File: src/core/scd_pkg.sv
package scd_pkg;
    // ************************************************************
    // Register map
    // ************************************************************
    localparam logic [7:0] OFF_RUN_CFG = 8'h00;
    localparam logic [7:0] OFF_RUN_CFG_EXT = 8'h04;
    localparam logic [7:0] OFF_MAIN_OSCILLATOR_CTL = 8'h08;
    localparam logic [7:0] OFF_RESET_CAUSE = 8'h0C;
    localparam logic [7:0] OFF_CLK_GATE = 8'h10;
    localparam logic [7:0] OFF_STATUS = 8'h14;
    localparam int F_MAIN_OSCILLATOR_DIS = 0;
    localparam int F_INTERNAL_FAST_OSCILLATOR_DIS = 1;
    localparam int F_OSC_SEL = 4;
    localparam int F_SKIP = 11;
    localparam int F_PLL_PD = 13;
    localparam int F_PWM_DIV = 17;
    localparam int F_PWM_USE = 20;
    localparam int F_USE_DIV = 22;
    localparam int F_DIV = 23;
    localparam int F_X_OSC_SEL = 4;
    localparam int F_X_SKIP = 11;
    localparam int F_X_PLL_PD = 13;
    localparam int F_X_DIV = 23;
    localparam int F_X_USE = 31;
    localparam int F_CHECK_EN = 0;
    localparam int F_POR_FLAG = 0;
    localparam int F_FAIL_FLAG = 16;
    localparam logic [31:0] RUN_CFG_RST = 32'h078E2811;
    localparam logic [31:0] RUN_CFG_MASK = 32'h07DE2833;
    localparam logic [31:0] EXT_CFG_RST = 32'h0F802810;
    localparam logic [31:0] EXT_CFG_MASK = 32'h9F802870;
    localparam logic [31:0] MAIN_OSCILLATOR_CTL_MASK = 32'h00000001;
    localparam logic [31:0] RESET_CAUSE_REG_RST = 32'h00000001;
    localparam logic [31:0] RESET_CAUSE_REG_MASK = 32'h00010001;
    localparam logic [31:0] GATE_MASK = 32'h000000FF;
    localparam int GATE_W = 8;
    // ************************************************************
    // Selection codes and timing
    // ************************************************************
    localparam logic [2:0] OSC_SEL_MAIN_OSCILLATOR = 3'h0;
    localparam logic [2:0] OSC_SEL_INTERNAL_FAST_OSCILLATOR = 3'h1;
    localparam logic [2:0] OSC_SEL_IOSC4 = 3'h2;
    localparam logic [2:0] OSC_SEL_LF = 3'h3;
    localparam logic [2:0] OSC_SEL_RTC = 3'h7;
    localparam logic [5:0] PLL_MIN_DIV_ENC = 6'h03;
    localparam int VCO_MHZ = 400;
    localparam int ADC_MHZ = 16;
    localparam logic [5:0] ADC_DIV_ENC = 6'(VCO_MHZ / ADC_MHZ - 1);
    localparam int REF_PERIOD_NS = 100;
    localparam int MAIN_OSCILLATOR_TIMEOUT_NS = 2000;
    localparam logic [7:0] MAIN_OSCILLATOR_TIMEOUT_CYC =
        8'((MAIN_OSCILLATOR_TIMEOUT_NS + REF_PERIOD_NS - 1) / REF_PERIOD_NS);
    localparam logic [5:0] POR_INTERNAL_FAST_OSCILLATOR_PERIODS = 6'h20;
    typedef enum logic [2:0] {
        SRC_MAIN_OSCILLATOR = 3'h0,
        SRC_INTERNAL_FAST_OSCILLATOR = 3'h1,
        SRC_IOSC4 = 3'h2,
        SRC_LF = 3'h3,
        SRC_PLL = 3'h4,
        SRC_RTC = 3'h7
    } scd_src_t;
    typedef enum logic [1:0] {
        ST_RUN = 2'b00,
        ST_HOLD = 2'b01,
        ST_REL = 2'b11
    } scd_state_t;
    function automatic logic [31:0] applySel(input logic [31:0] oldV,
                                             input logic [31:0] newV,
                                             input logic [3:0] sel);
        logic [31:0] res;
        res = oldV;
        for (int i = 0; i < 4; i++) begin
            if (sel[i]) begin
                res[i*8 +: 8] = newV[i*8 +: 8];
            end
        end
        return res;
    endfunction
endpackage

File: src/core/scd_div_if.sv
`timescale 1ns/10ps
`default_nettype none
interface scd_div_if;
    logic tickIn;
    logic [5:0] divEnc;
    logic tickOut;
    modport ctl(output tickIn, output divEnc, input tickOut);
    modport div(input tickIn, input divEnc, output tickOut);
endinterface
`default_nettype wire

File: src/core/scd_clk_div.sv
`timescale 1ns/10ps
`default_nettype none
module scd_clk_div
    import scd_pkg::*;
(
    input wire logic ref_clk, // Block clock
    input wire logic rstn, // Async reset, active low
    scd_div_if.div dv // Tick in, ratio, tick out
);
    logic [5:0] cnt_q;
    logic [5:0] div_q;
    logic tick_q;
    wire terminal = (cnt_q >= div_q);
    // ************************************************************
    // Counter
    // ************************************************************
    // Ratio is reloaded only at the period boundary, so no short period
    always_ff @(posedge ref_clk or negedge rstn) begin
        if (!rstn) begin
            cnt_q <= 6'h00;
            div_q <= 6'h00;
            tick_q <= 1'b0;
        end else begin
            tick_q <= dv.tickIn && terminal;
            if (dv.tickIn) begin
                cnt_q <= terminal ? 6'h00 : cnt_q + 6'h01;
                if (terminal) begin
                    div_q <= dv.divEnc;
                end
            end
        end
    end
    assign dv.tickOut = tick_q;
endmodule
`default_nettype wire

File: src/core/scd_top.sv
// The register addresses and register access over Wishbone were left to the implementer.
`timescale 1ns/10ps
`default_nettype none
module scd_top
    import scd_pkg::*;
(
    input wire logic ref_clk, // 10 MHz block clock
    input wire logic rstn, // Power-on reset, async, active low
    input wire logic wb_cyc_i, // Wishbone cycle
    input wire logic wb_stb_i, // Wishbone strobe
    input wire logic wb_we_i, // Wishbone write enable
    input wire logic [3:0] wb_sel_i, // Wishbone byte selects
    input wire logic [7:0] wb_adr_i, // Wishbone byte address
    input wire logic [31:0] wb_dat_i, // Wishbone write data
    output logic [31:0] wb_dat_o, // Wishbone read data
    output logic wb_ack_o, // Wishbone acknowledge
    input wire logic ioscTick, // Internal fast oscillator edge
    input wire logic moscTick, // Main oscillator edge
    input wire logic lfoscTick, // Internal slow oscillator edge
    input wire logic rtcTick, // Real-time oscillator edge
    input wire logic pllTick, // PLL VCO edge
    input wire logic nmiPin, // Interrupt pin, asynchronous
    input wire logic nmiPinEnable, // Pin alternate function enabled
    output logic sysClkTick, // System clock enable
    output logic pwmClkTick, // Pulse modulator clock enable
    output logic adcClkTick, // Converter clock enable
    output logic [GATE_W-1:0] periphClkTick, // Gated peripheral clocks
    output logic nmiReq, // Non-maskable interrupt request
    output logic coreRstN, // Internal reset, active low
    output logic moscEnable, // Main oscillator power
    output logic ioscEnable, // Internal oscillator power
    output logic pllPowerDown // PLL power down
);

    // ************************************************************
    // Registers and bus
    // ************************************************************
    logic [31:0] run_clock_config_reg_q;
    logic [31:0] run_clock_config_ext_reg_q;
    logic [31:0] main_osc_control_reg_q;
    logic [31:0] reset_cause_reg_q;
    logic [31:0] clkGate_q;
    logic [31:0] datOut_q;
    logic ack_q;
    scd_state_t state_q;
    scd_state_t state_d;
    scd_src_t actSrc_q;
    scd_src_t wantSrc;
    scd_src_t oscillator_select_field;

    wire [7:0] wordAdr = {wb_adr_i[7:2], 2'b00};
    wire access = wb_cyc_i && wb_stb_i && !ack_q;
    wire wrAny = access && wb_we_i && (state_q == ST_RUN);
    wire wrRun = wrAny && (wordAdr == OFF_RUN_CFG);
    wire wrExt = wrAny && (wordAdr == OFF_RUN_CFG_EXT);
    wire wrMosc = wrAny && (wordAdr == OFF_MAIN_OSCILLATOR_CTL);
    wire wrResc = wrAny && (wordAdr == OFF_RESET_CAUSE);
    wire wrGate = wrAny && (wordAdr == OFF_CLK_GATE);
    wire inPor = (state_q == ST_HOLD);

    // ************************************************************
    // Interrupt pin synchroniser
    // ************************************************************
    logic [2:0] nmiSync_q;
    logic nmiLevel_q;
    always_ff @(posedge ref_clk or negedge rstn) begin
        if (!rstn) begin
            nmiSync_q <= 3'h0;
            nmiLevel_q <= 1'b0;
        end else begin
            nmiSync_q <= {nmiSync_q[1:0], nmiPin};
            if (nmiSync_q[1] == nmiSync_q[2]) begin
                nmiLevel_q <= nmiSync_q[2];
            end
        end
    end
    wire pinNmi = nmiLevel_q && nmiPinEnable;

    // ************************************************************
    // Effective configuration
    // ************************************************************
    wire useExt = run_clock_config_ext_reg_q[F_X_USE];
    wire effSkip = useExt ? run_clock_config_ext_reg_q[F_X_SKIP] : run_clock_config_reg_q[F_SKIP];
    wire effPllPd = useExt ? run_clock_config_ext_reg_q[F_X_PLL_PD] :
        run_clock_config_reg_q[F_PLL_PD];
    wire [2:0] effOsc = useExt ? run_clock_config_ext_reg_q[F_X_OSC_SEL +: 3] :
        {1'b0, run_clock_config_reg_q[F_OSC_SEL +: 2]};
    wire [5:0] effDiv = useExt ? run_clock_config_ext_reg_q[F_X_DIV +: 6] :
        {2'b00, run_clock_config_reg_q[F_DIV +: 4]};
    wire usePll = !effSkip && (effOsc == OSC_SEL_MAIN_OSCILLATOR) && !effPllPd;
    // Base divider bypass only applies off the PLL path
    wire divBypass = !useExt && !run_clock_config_reg_q[F_USE_DIV] && !usePll;
    // Reserved PLL ratios are clamped to the fastest legal one
    wire [5:0] sysDivEnc = divBypass ? 6'h00 :
        (usePll && (effDiv < PLL_MIN_DIV_ENC)) ? PLL_MIN_DIV_ENC : effDiv;

    // ************************************************************
    // Source selection
    // ************************************************************
    always_comb begin
        unique case (effOsc)
            OSC_SEL_MAIN_OSCILLATOR: oscillator_select_field = SRC_MAIN_OSCILLATOR;
            OSC_SEL_INTERNAL_FAST_OSCILLATOR: oscillator_select_field = SRC_INTERNAL_FAST_OSCILLATOR;
            OSC_SEL_IOSC4: oscillator_select_field = SRC_IOSC4;
            OSC_SEL_LF: oscillator_select_field = SRC_LF;
            OSC_SEL_RTC: oscillator_select_field = SRC_RTC;
            default: oscillator_select_field = SRC_INTERNAL_FAST_OSCILLATOR;
        endcase
        wantSrc = usePll ? SRC_PLL : oscillator_select_field;
    end

    logic pllHalf_q;
    logic [1:0] ioscQuarter_q;
    always_ff @(posedge ref_clk or negedge rstn) begin
        if (!rstn) begin
            pllHalf_q <= 1'b0;
            ioscQuarter_q <= 2'h0;
        end else begin
            if (pllTick) begin
                pllHalf_q <= !pllHalf_q;
            end
            if (ioscTick) begin
                ioscQuarter_q <= ioscQuarter_q + 2'h1;
            end
        end
    end
    wire pllHalfTick = pllTick && pllHalf_q;
    wire ioscQuarterTick = ioscTick && (ioscQuarter_q == 2'h3);
    wire srcTick = (actSrc_q == SRC_PLL) ? pllHalfTick :
        (actSrc_q == SRC_MAIN_OSCILLATOR) ? moscTick :
        (actSrc_q == SRC_IOSC4) ? ioscQuarterTick :
        (actSrc_q == SRC_LF) ? lfoscTick :
        (actSrc_q == SRC_RTC) ? rtcTick : ioscTick;

    // Source swaps at a system clock boundary, or at once during internal reset; outside reset a dead old source blocks it
    always_ff @(posedge ref_clk or negedge rstn) begin
        if (!rstn) begin
            actSrc_q <= SRC_INTERNAL_FAST_OSCILLATOR;
        end else if (inPor || sysClkTick) begin
            actSrc_q <= wantSrc;
        end
    end

    // ************************************************************
    // Dividers
    // ************************************************************
    scd_div_if sysIf();
    scd_div_if pwmIf();
    scd_div_if adcIf();

    function automatic logic [5:0] pwmRatio(input logic [2:0] code);
        logic [6:0] full;
        full = (7'h02 << code) - 7'h01;
        return (code > 3'h5) ? 6'h3F : full[5:0];
    endfunction

    assign sysIf.tickIn = srcTick;
    assign sysIf.divEnc = sysDivEnc;
    assign pwmIf.tickIn = sysIf.tickOut;
    assign pwmIf.divEnc = run_clock_config_reg_q[F_PWM_USE] ?
        pwmRatio(run_clock_config_reg_q[F_PWM_DIV +: 3]) : 6'h00;
    assign adcIf.tickIn = pllTick;
    assign adcIf.divEnc = ADC_DIV_ENC;

    scd_clk_div uSysDiv (.ref_clk(ref_clk), .rstn(rstn), .dv(sysIf.div));
    scd_clk_div uPwmDiv (.ref_clk(ref_clk), .rstn(rstn), .dv(pwmIf.div));
    scd_clk_div uAdcDiv (.ref_clk(ref_clk), .rstn(rstn), .dv(adcIf.div));

    assign sysClkTick = sysIf.tickOut;
    assign pwmClkTick = pwmIf.tickOut;
    assign adcClkTick = adcIf.tickOut && !effPllPd;
    assign periphClkTick = {GATE_W{sysClkTick}} & clkGate_q[GATE_W-1:0];

    // ************************************************************
    // Main oscillator check and internal reset
    // ************************************************************
    logic [7:0] moscSilent_q;
    logic [5:0] porCnt_q;
    wire checkEn = main_osc_control_reg_q[F_CHECK_EN];
    wire failDetect = checkEn && (state_q == ST_RUN) && !moscTick &&
        (moscSilent_q >= MAIN_OSCILLATOR_TIMEOUT_CYC - 8'h01);

    always_ff @(posedge ref_clk or negedge rstn) begin
        if (!rstn) begin
            moscSilent_q <= 8'h00;
        end else if (!checkEn || moscTick || inPor) begin
            moscSilent_q <= 8'h00;
        end else if (moscSilent_q != 8'hFF) begin
            moscSilent_q <= moscSilent_q + 8'h01;
        end
    end

    always_comb begin
        state_d = state_q;
        unique case (state_q)
            ST_RUN: if (failDetect) state_d = ST_HOLD;
            ST_HOLD: if (ioscTick && (porCnt_q == POR_INTERNAL_FAST_OSCILLATOR_PERIODS - 6'h01)) state_d = ST_REL;
            ST_REL: state_d = ST_RUN;
            default: state_d = ST_RUN;
        endcase
    end

    always_ff @(posedge ref_clk or negedge rstn) begin
        if (!rstn) begin
            state_q <= ST_RUN;
            porCnt_q <= 6'h00;
            coreRstN <= 1'b1;
            nmiReq <= 1'b0;
        end else begin
            state_q <= state_d;
            porCnt_q <= !inPor ? 6'h00 : ioscTick ? porCnt_q + 6'h01 : porCnt_q;
            coreRstN <= (state_d != ST_HOLD);
            nmiReq <= pinNmi || (state_d == ST_REL);
        end
    end

    // ************************************************************
    // Register file
    // ************************************************************
    // Internal reset returns the clock setup to its power-on form,
    // which puts the system clock back on the internal oscillator
    always_ff @(posedge ref_clk or negedge rstn) begin
        if (!rstn) begin
            run_clock_config_reg_q <= RUN_CFG_RST;
            run_clock_config_ext_reg_q <= EXT_CFG_RST;
            main_osc_control_reg_q <= 32'h00000000;
            clkGate_q <= 32'h00000000;
        end else if (inPor) begin
            run_clock_config_reg_q <= RUN_CFG_RST;
            run_clock_config_ext_reg_q <= EXT_CFG_RST;
            main_osc_control_reg_q <= 32'h00000000;
            clkGate_q <= 32'h00000000;
        end else begin
            if (wrRun) begin
                run_clock_config_reg_q <= applySel(run_clock_config_reg_q, wb_dat_i, wb_sel_i)
                    & RUN_CFG_MASK;
            end
            if (wrExt) begin
                run_clock_config_ext_reg_q <=
                    applySel(run_clock_config_ext_reg_q, wb_dat_i, wb_sel_i) & EXT_CFG_MASK;
            end
            if (wrMosc) begin
                main_osc_control_reg_q <= applySel(main_osc_control_reg_q, wb_dat_i, wb_sel_i)
                    & MAIN_OSCILLATOR_CTL_MASK;
            end
            if (wrGate) begin
                clkGate_q <= applySel(clkGate_q, wb_dat_i, wb_sel_i) & GATE_MASK;
            end
        end
    end

    // Cause bits are sticky; writing zero clears, a new failure wins
    wire [31:0] rescWr = wrResc ?
        (applySel(reset_cause_reg_q, wb_dat_i, wb_sel_i) & RESET_CAUSE_REG_MASK) : reset_cause_reg_q;
    always_ff @(posedge ref_clk or negedge rstn) begin
        if (!rstn) begin
            reset_cause_reg_q <= RESET_CAUSE_REG_RST;
        end else begin
            reset_cause_reg_q <= rescWr | (32'(failDetect) << F_FAIL_FLAG);
        end
    end

    wire [31:0] statusWord = {24'h000000, 1'b0, actSrc_q, state_q, pinNmi, nmiLevel_q};
    wire [31:0] readMux = (wordAdr == OFF_RUN_CFG) ? run_clock_config_reg_q :
        (wordAdr == OFF_RUN_CFG_EXT) ? run_clock_config_ext_reg_q :
        (wordAdr == OFF_MAIN_OSCILLATOR_CTL) ? main_osc_control_reg_q :
        (wordAdr == OFF_RESET_CAUSE) ? reset_cause_reg_q :
        (wordAdr == OFF_CLK_GATE) ? clkGate_q :
        (wordAdr == OFF_STATUS) ? statusWord : 32'h00000000;

    always_ff @(posedge ref_clk or negedge rstn) begin
        if (!rstn) begin
            ack_q <= 1'b0;
            datOut_q <= 32'h00000000;
        end else begin
            ack_q <= access;
            if (access && !wb_we_i) begin
                datOut_q <= readMux;
            end
        end
    end
    assign wb_ack_o = ack_q;
    assign wb_dat_o = datOut_q;
    assign moscEnable = !run_clock_config_reg_q[F_MAIN_OSCILLATOR_DIS];
    assign ioscEnable = !run_clock_config_reg_q[F_INTERNAL_FAST_OSCILLATOR_DIS] || (state_q != ST_RUN);
    assign pllPowerDown = effPllPd;

    // ************************************************************
    // Checks
    // ************************************************************
    logic [5:0] holdTicks_q;
    always_ff @(posedge ref_clk or negedge rstn) begin
        if (!rstn) begin
            holdTicks_q <= 6'h00;
        end else if (state_q == ST_RUN) begin
            holdTicks_q <= 6'h00;
        end else if (inPor && ioscTick) begin
            holdTicks_q <= holdTicks_q + 6'h01;
        end
    end
endmodule
`default_nettype wire

File: config.mk
export PLATFORM = sky130hd
export DESIGN_NAME = scd_top
export DESIGN_NICKNAME = d
export VERILOG_FILES = /design/src/core/scd_pkg.sv /design/src/core/scd_div_if.sv /design/src/core/scd_clk_div.sv /design/src/core/scd_top.sv
export SDC_FILE = /design/constraint.sdc
export NUM_CORES = 1
export LEC_CHECK = 0
export BUFFER_PORTS_ARGS = -buffer_cell sky130_fd_sc_hd__buf_2
export CORE_MARGIN = 10
export CORE_UTILIZATION = 51
export CTS_CLUSTER_SIZE = 8
export DETAILED_ROUTE_END_ITERATION = 16
export PLACE_DENSITY = 0.83
export SLEW_MARGIN = 30
export SYNTH_ARGS = -nofsm -noshare
export SYNTH_HDL_FRONTEND = slang
export SYNTH_SLANG_ARGS = --single-unit
File: constraint.sdc
create_clock -name ref_clk -period 1.82 [get_ports ref_clk]
set_input_delay 0.182 -clock ref_clk [delete_from_list [all_inputs] [get_ports ref_clk]]
set_output_delay 0.182 -clock ref_clk [all_outputs]
set_load 0.02 [all_outputs]
After elaboration in Yosys (flattened, before gate mapping)
Cells that the tools add are included.
- bits in registers: 255
- input bits: 56
- equal/unequal tests: 20
- add/subtract/negate cells: 7
- shift-type cells: 1
- $lt $le $gt $ge: 6
- bitwise logic cells: 2
- reductions and logical operators: 70
- multiplexer cells: 52
- operators with widths (operator ; number):
    two-way mux 32 bit ; 14
    two-way mux 6 bit ; 13
    two-way mux 8 bit ; 6
    bitwise OR 32 x 17 -> 32 bit ; 1
    logical AND 1 bit ; 26
    AND reduction 2 bit ; 13
    adder 6 x 1 -> 6 bit (second input constant) ; 4
    nonzero test 2 bit ; 10
    two-way mux 7 bit ; 2
    == test 3 x 2 -> 1 bit (second input constant) ; 4
    == test 6 x 2 -> 1 bit (second input constant) ; 2
    == test 6 x 3 -> 1 bit (second input constant) ; 2
    greater-or-equal comparator 6 bit ; 2
    logical NOT 1 bit ; 12
    one-hot mux 3 bit (4 select lines) ; 1
    two-way mux 1 bit ; 10
    == test 3 bit (second input constant) ; 3
    two-way mux 3 bit ; 3
    adder 8 x 1 -> 8 bit (second input constant) ; 1
    AND 8 bit ; 1
    greater-or-equal comparator 8 x 5 -> 1 bit (second input constant) ; 1
    logical NOT 8 bit ; 1
    inequality test 8 bit (second input constant) ; 1
    == test 6 x 1 -> 1 bit (second input constant) ; 1
    other kinds (17) ; 24

Longest topological paths before layout
- depth after elaboration: 8
- gate-level depth with buffers: 8

Cells and area by module
A second synthesis with hierarchy kept.
- cell total of the unflattened synthesis: 675
- area, all modules: 6651.4 um2
- modules (own cells, without submodules) (module ; cells each ; instances ; area an instance (um2)):
    scd_top ; 483 ; 1 ; 4568.1
    scd_clk_div ; 64 ; 3 ; 694.4

Worst setup path after synthesis
Ideal clock, no wire load.
- path kind: reg-to-reg
- from: reg uSysDiv.cnt_q[2]
- to: reg uSysDiv.div_q[0]
- data arrival time: 1790 ps
- cell stages (with the launch flop): 7
- clock period less this slack: 1915 ps
- path buffers: 0
- slack: -95 ps
- setup time: 125 ps
- path through: dfrtp_1 ha_1 a21oi_1 o21ai_1 a221oi_2 nor2_2 mux2_2
- word-level cells in the longest chain between the ends: 2
- RTL lines (item ; line ; RTL):
    start: declaration ; scd_clk_div.sv:10 ; logic [5:0] cnt_q;
    start signal: assignment ; scd_clk_div.sv:26 ; cnt_q <= terminal ? 6'h00 : cnt_q + 6'h01;
    greater-or-equal comparator 6 bit ; scd_clk_div.sv:13 ; wire terminal = (cnt_q >= div_q);
    AND reduction 2 bit (no line) ; - ;
    end signal: assignment ; scd_clk_div.sv:28 ; div_q <= dv.divEnc;
    end: declaration ; scd_clk_div.sv:11 ; logic [5:0] div_q;
No other way between the ends.
A chain may end at the register's enable or synchronous reset.

Final worst setup path
- from: reg uSysDiv.cnt_q[4]
- to: reg uSysDiv.cnt_q[2]
- word-level cells in the longest chain between the ends: 2
- RTL lines (item ; line):
    greater-or-equal comparator 6 bit ; scd_clk_div.sv:13
    two-way mux 6 bit ; scd_clk_div.sv:26
No other way between the ends.

==> impl_results.md <==
* Status: finished with violations
* Failing checks: negative setup slack
* First-pass GRT wire length at 25,400 um
* Ys async rst share at 100%
* Max-cap check violation count at 0
* Vias in the first global route at 5,090
* Cells after DPL at 856
* Clk buf depth at 2
* Floorplan row count at 40
* Slew Viols, Final at 0
* Gate power share at 17.2%
* Number of flops mapped to enable cells by yosys at 0
* WL final at 16,000 um
* Hold depth at 3
* Chip width at 130 um
* Max-slew headroom at 57.6%
* Fin crit share at 102%
* Part of the power in registers at 41.7%
* Die Y at 130 um
* Post-DP HPWL at 11,300 um
* Reg area at 0.00313 mm2
* P_int at 5.52 mW
* Initial DRT Pass Iterations at 5
* Mapped cell area at 0.00621 mm2
* R2R depth at 5
* I/O pin total at 105
* Worst Tran Pin Value at 636 ps
* R2R Setup Slk at -40 ps
* Unrepaired setup endpoints after global routing: yes
* Final setup fails at 1
* Total grt overflow at 0
* Power per cell area at 980 mW/mm2
* GP Congestion at 0.872
* RR Endpoint: uSysDiv.cnt_q[2]$_DFFE_PN0P_
* Synthesis-to-finish area growth at 25.2%
* Most common cell in the netlist: dfrtp_1
* Setup Skew at 12.2 ps
* Max Clock Freq at 0.539 GHz
* Initial DRC Count at 476
* CTS sink count at 124
* # H-tree levels at 4
* CP Capture Type: flop
* Drt wl/cell at 17.5 um
* Largest net degree at the start of global routing at 125
* Vias at 5,077
* Initial antenna violation count at 2
* # DRC at 0
* Post-route setup TNS at -35.2 ps
* Post-Place Setup Slack at -161 ps
* Nets@finish at 825
* Synthesis warning total at 0
* Top-area cell type share of the netlist area at 41.1%
* Vias per cell at 5.58
* Share of layout cells above drive strength 1 at 28.8%
* Final Hold Vio Count at 0
* CTS root buf: clkbuf_16
* Required time worst endpoint at 2140 ps
* Switching part of the total at 27.6%
* PnR worst setup slack at -35.2 ps
* Crit path time final at 1860 ps
* Core area at 0.0120 mm2
* Hold endpoint: run_clock_config_ext_reg_q[23]$_DFFE_PN1P_
* Fin cells at 910
* Synth area leaders: dfrtp_1 (41%), dfstp_2 (9.3%), mux2i_1 (8.2%)
* Routed Antenna Nets at 0
* Hold Slack at 11.2 ps
* Crit-path max FO at 6
* Flops & latches, synth at 124
* Library cells used by synthesis at 64
* Top cell type by total area after synthesis: dfrtp_1
* Clk_lat worst skew at 420 ps
* Post-synth top cells: dfrtp_1 (102), nand2_1 (82), mux2i_1 (51)
* Most used DFF post-synth: dfrtp_1
* Cell count after synthesis at 617
* FILL cells at 918
* Port Buffers at 84
* Crit path kind: reg2reg
* Tightest Hold Check Type: in2reg
* Worst-path clk slew at 60 ps
* Hold Crit Start: wb_dat_i[23]
* Clock share of power at 41.2%
* Syn_area_per_cell at 10.1 um2
* CP startpoint kind: flop
* Gr usage total at 19.1%
* Multi-input logic area at 0.00287 mm2
* Pleak at 3.71 nW
* R2r startpoint: uSysDiv.cnt_q[4]$_DFFE_PN0P_
* Register area share after synthesis at 50.4%
* CTS tree: done
* Worst EP arrival at 2170 ps
* Worst IR drop on VDD at 0.792 mV
* Starting Density at 51.9%
* Cts bufs inserted at 17
* Net Switching at 2.10 mW
* Die area at 0.0170 mm2
layout make-up:
cell class / count / share of cell area (%)
flip-flops and latches: 124 / 40.3
multi-input cells: 431 / 36.9
repair buffers: 145 / 11.9
clock buffers: 31 / 7.05
well taps: 147 / 2.36
inverters: 29 / 1.40
clock inverters: 1 / 0.0644
diodes: 2 / 0.0644
how the worst max path moves through the flow:
stage | slack (ps) | cells after the start | from | to
after floorplan | -90 | 6 | uSysDiv.cnt_q[2]$_DFFE_PN0P_ | uSysDiv.div_q[0]$_DFFE_PN0P_
after global placement | -60 | 7 | uSysDiv.div_q[2]$_DFFE_PN0P_ | uSysDiv.cnt_q[2]$_DFFE_PN0P_
after detailed placement | -160 | 7 | uSysDiv.div_q[2]$_DFFE_PN0P_ | uSysDiv.cnt_q[2]$_DFFE_PN0P_
after CTS | -50 | 6 | uSysDiv.div_q[0]$_DFFE_PN0P_ | uSysDiv.cnt_q[2]$_DFFE_PN0P_
after global routing | -90 | 6 | uSysDiv.div_q[0]$_DFFE_PN0P_ | uSysDiv.cnt_q[2]$_DFFE_PN0P_
final | -40 | 5 | uSysDiv.cnt_q[4]$_DFFE_PN0P_ | uSysDiv.cnt_q[2]$_DFFE_PN0P_
power by group through the flow:
stage               combinational [mW]  clock (mW)  sequential [mW]
finish                            1.31        3.14             3.17
global route                      1.46        3.31             3.20
CTS                               1.21        3.18             3.17
detailed placement                1.18           0             3.21
global placement                  1.12           0             3.19
floorplan                        0.711           0             3.20
routing by layer:
layer	wire length (um)	global-route usage (%)	vias to the layer above
met5	0	0	-
met4	326	7.91	0
met3	1030	5.27	29
met2	7920	31.6	164
met1	6680	23.1	2485
li1	-	-	2399
sequential cells by signal (all words and copies together), names as in the netlist, 3 cells and up:
| name | flops |
|---|---|
| clkGate_q | 8 |
| uPwmDiv.div_q | 6 |
| uSysDiv.cnt_q | 6 |
| nmiSync_q | 3 |
| moscSilent_q | 8 |
| run_clock_config_ext_reg_q | 12 |
| uPwmDiv.cnt_q | 6 |
| uAdcDiv.cnt_q | 6 |
| actSrc_q | 3 |
| porCnt_q | 6 |
| run_clock_config_reg_q | 15 |
| uSysDiv.div_q | 6 |
| wb_dat_o | 23 |
cell families after synthesis:
| family | count (synthesis) | synth area share, % |
|---|---|---|
| mux | 57 | 9.31 |
| compound gates | 96 | 10.4 |
| flops | 124 | 50.4 |
| simple gates | 236 | 18.6 |
| other cells | 1 | 0.0604 |
| xor+xnor | 11 | 1.55 |
| buf+inv | 70 | 5.32 |
| fa+ha+maj | 22 | 4.39 |
placed cells by master (no fill, tap or decap), types with 6 or more instances in the layout:
cell	n
o21ai_0	25
mux2i_1	51
and3_1	13
o22ai_1	7
clkbuf_16	17
nand2_1	81
inv_1	26
clkbuf_1	7
a22oi_1	7
dfstp_2	22
a21oi_1	12
dlygate4sd3_1	8
nor3_1	6
dfrtp_1	100
and2_1	11
nand2b_1	9
buf_2	83
buf_4	52
nand3_1	22
ha_1	20
a21o_1	6
nand4_1	9
xor2_1	7
nor2_1	50
conb_1	9
clkbuf_8	7
timing repair:
item,CTS,global route
resized for setup,9,16
hold endpoints to repair,109,0
pin swaps,1,7
hold buffers,8,0
buffers inserted,0,12
endpoints found under the setup margin,17,25
worst max-delay path: stages, from the launching register on:
cell,delay [ps]
dfrtp_1,380
ha_1,320
and3_4,200
a221o_1,350
or2_4,300
o311ai_2,210
per-stage QoR:
stage	cell area, um2	power, mW	utilization (%)
floorplan	6260	3.91	-
finish	7780	7.62	65.0
detailed placement	6970	4.39	58.3
global placement	6970	4.31	58.3
global route	7780	7.98	65.0
CTS	7630	7.57	63.8
Note: power is estimated with default switching activity, not from simulation.
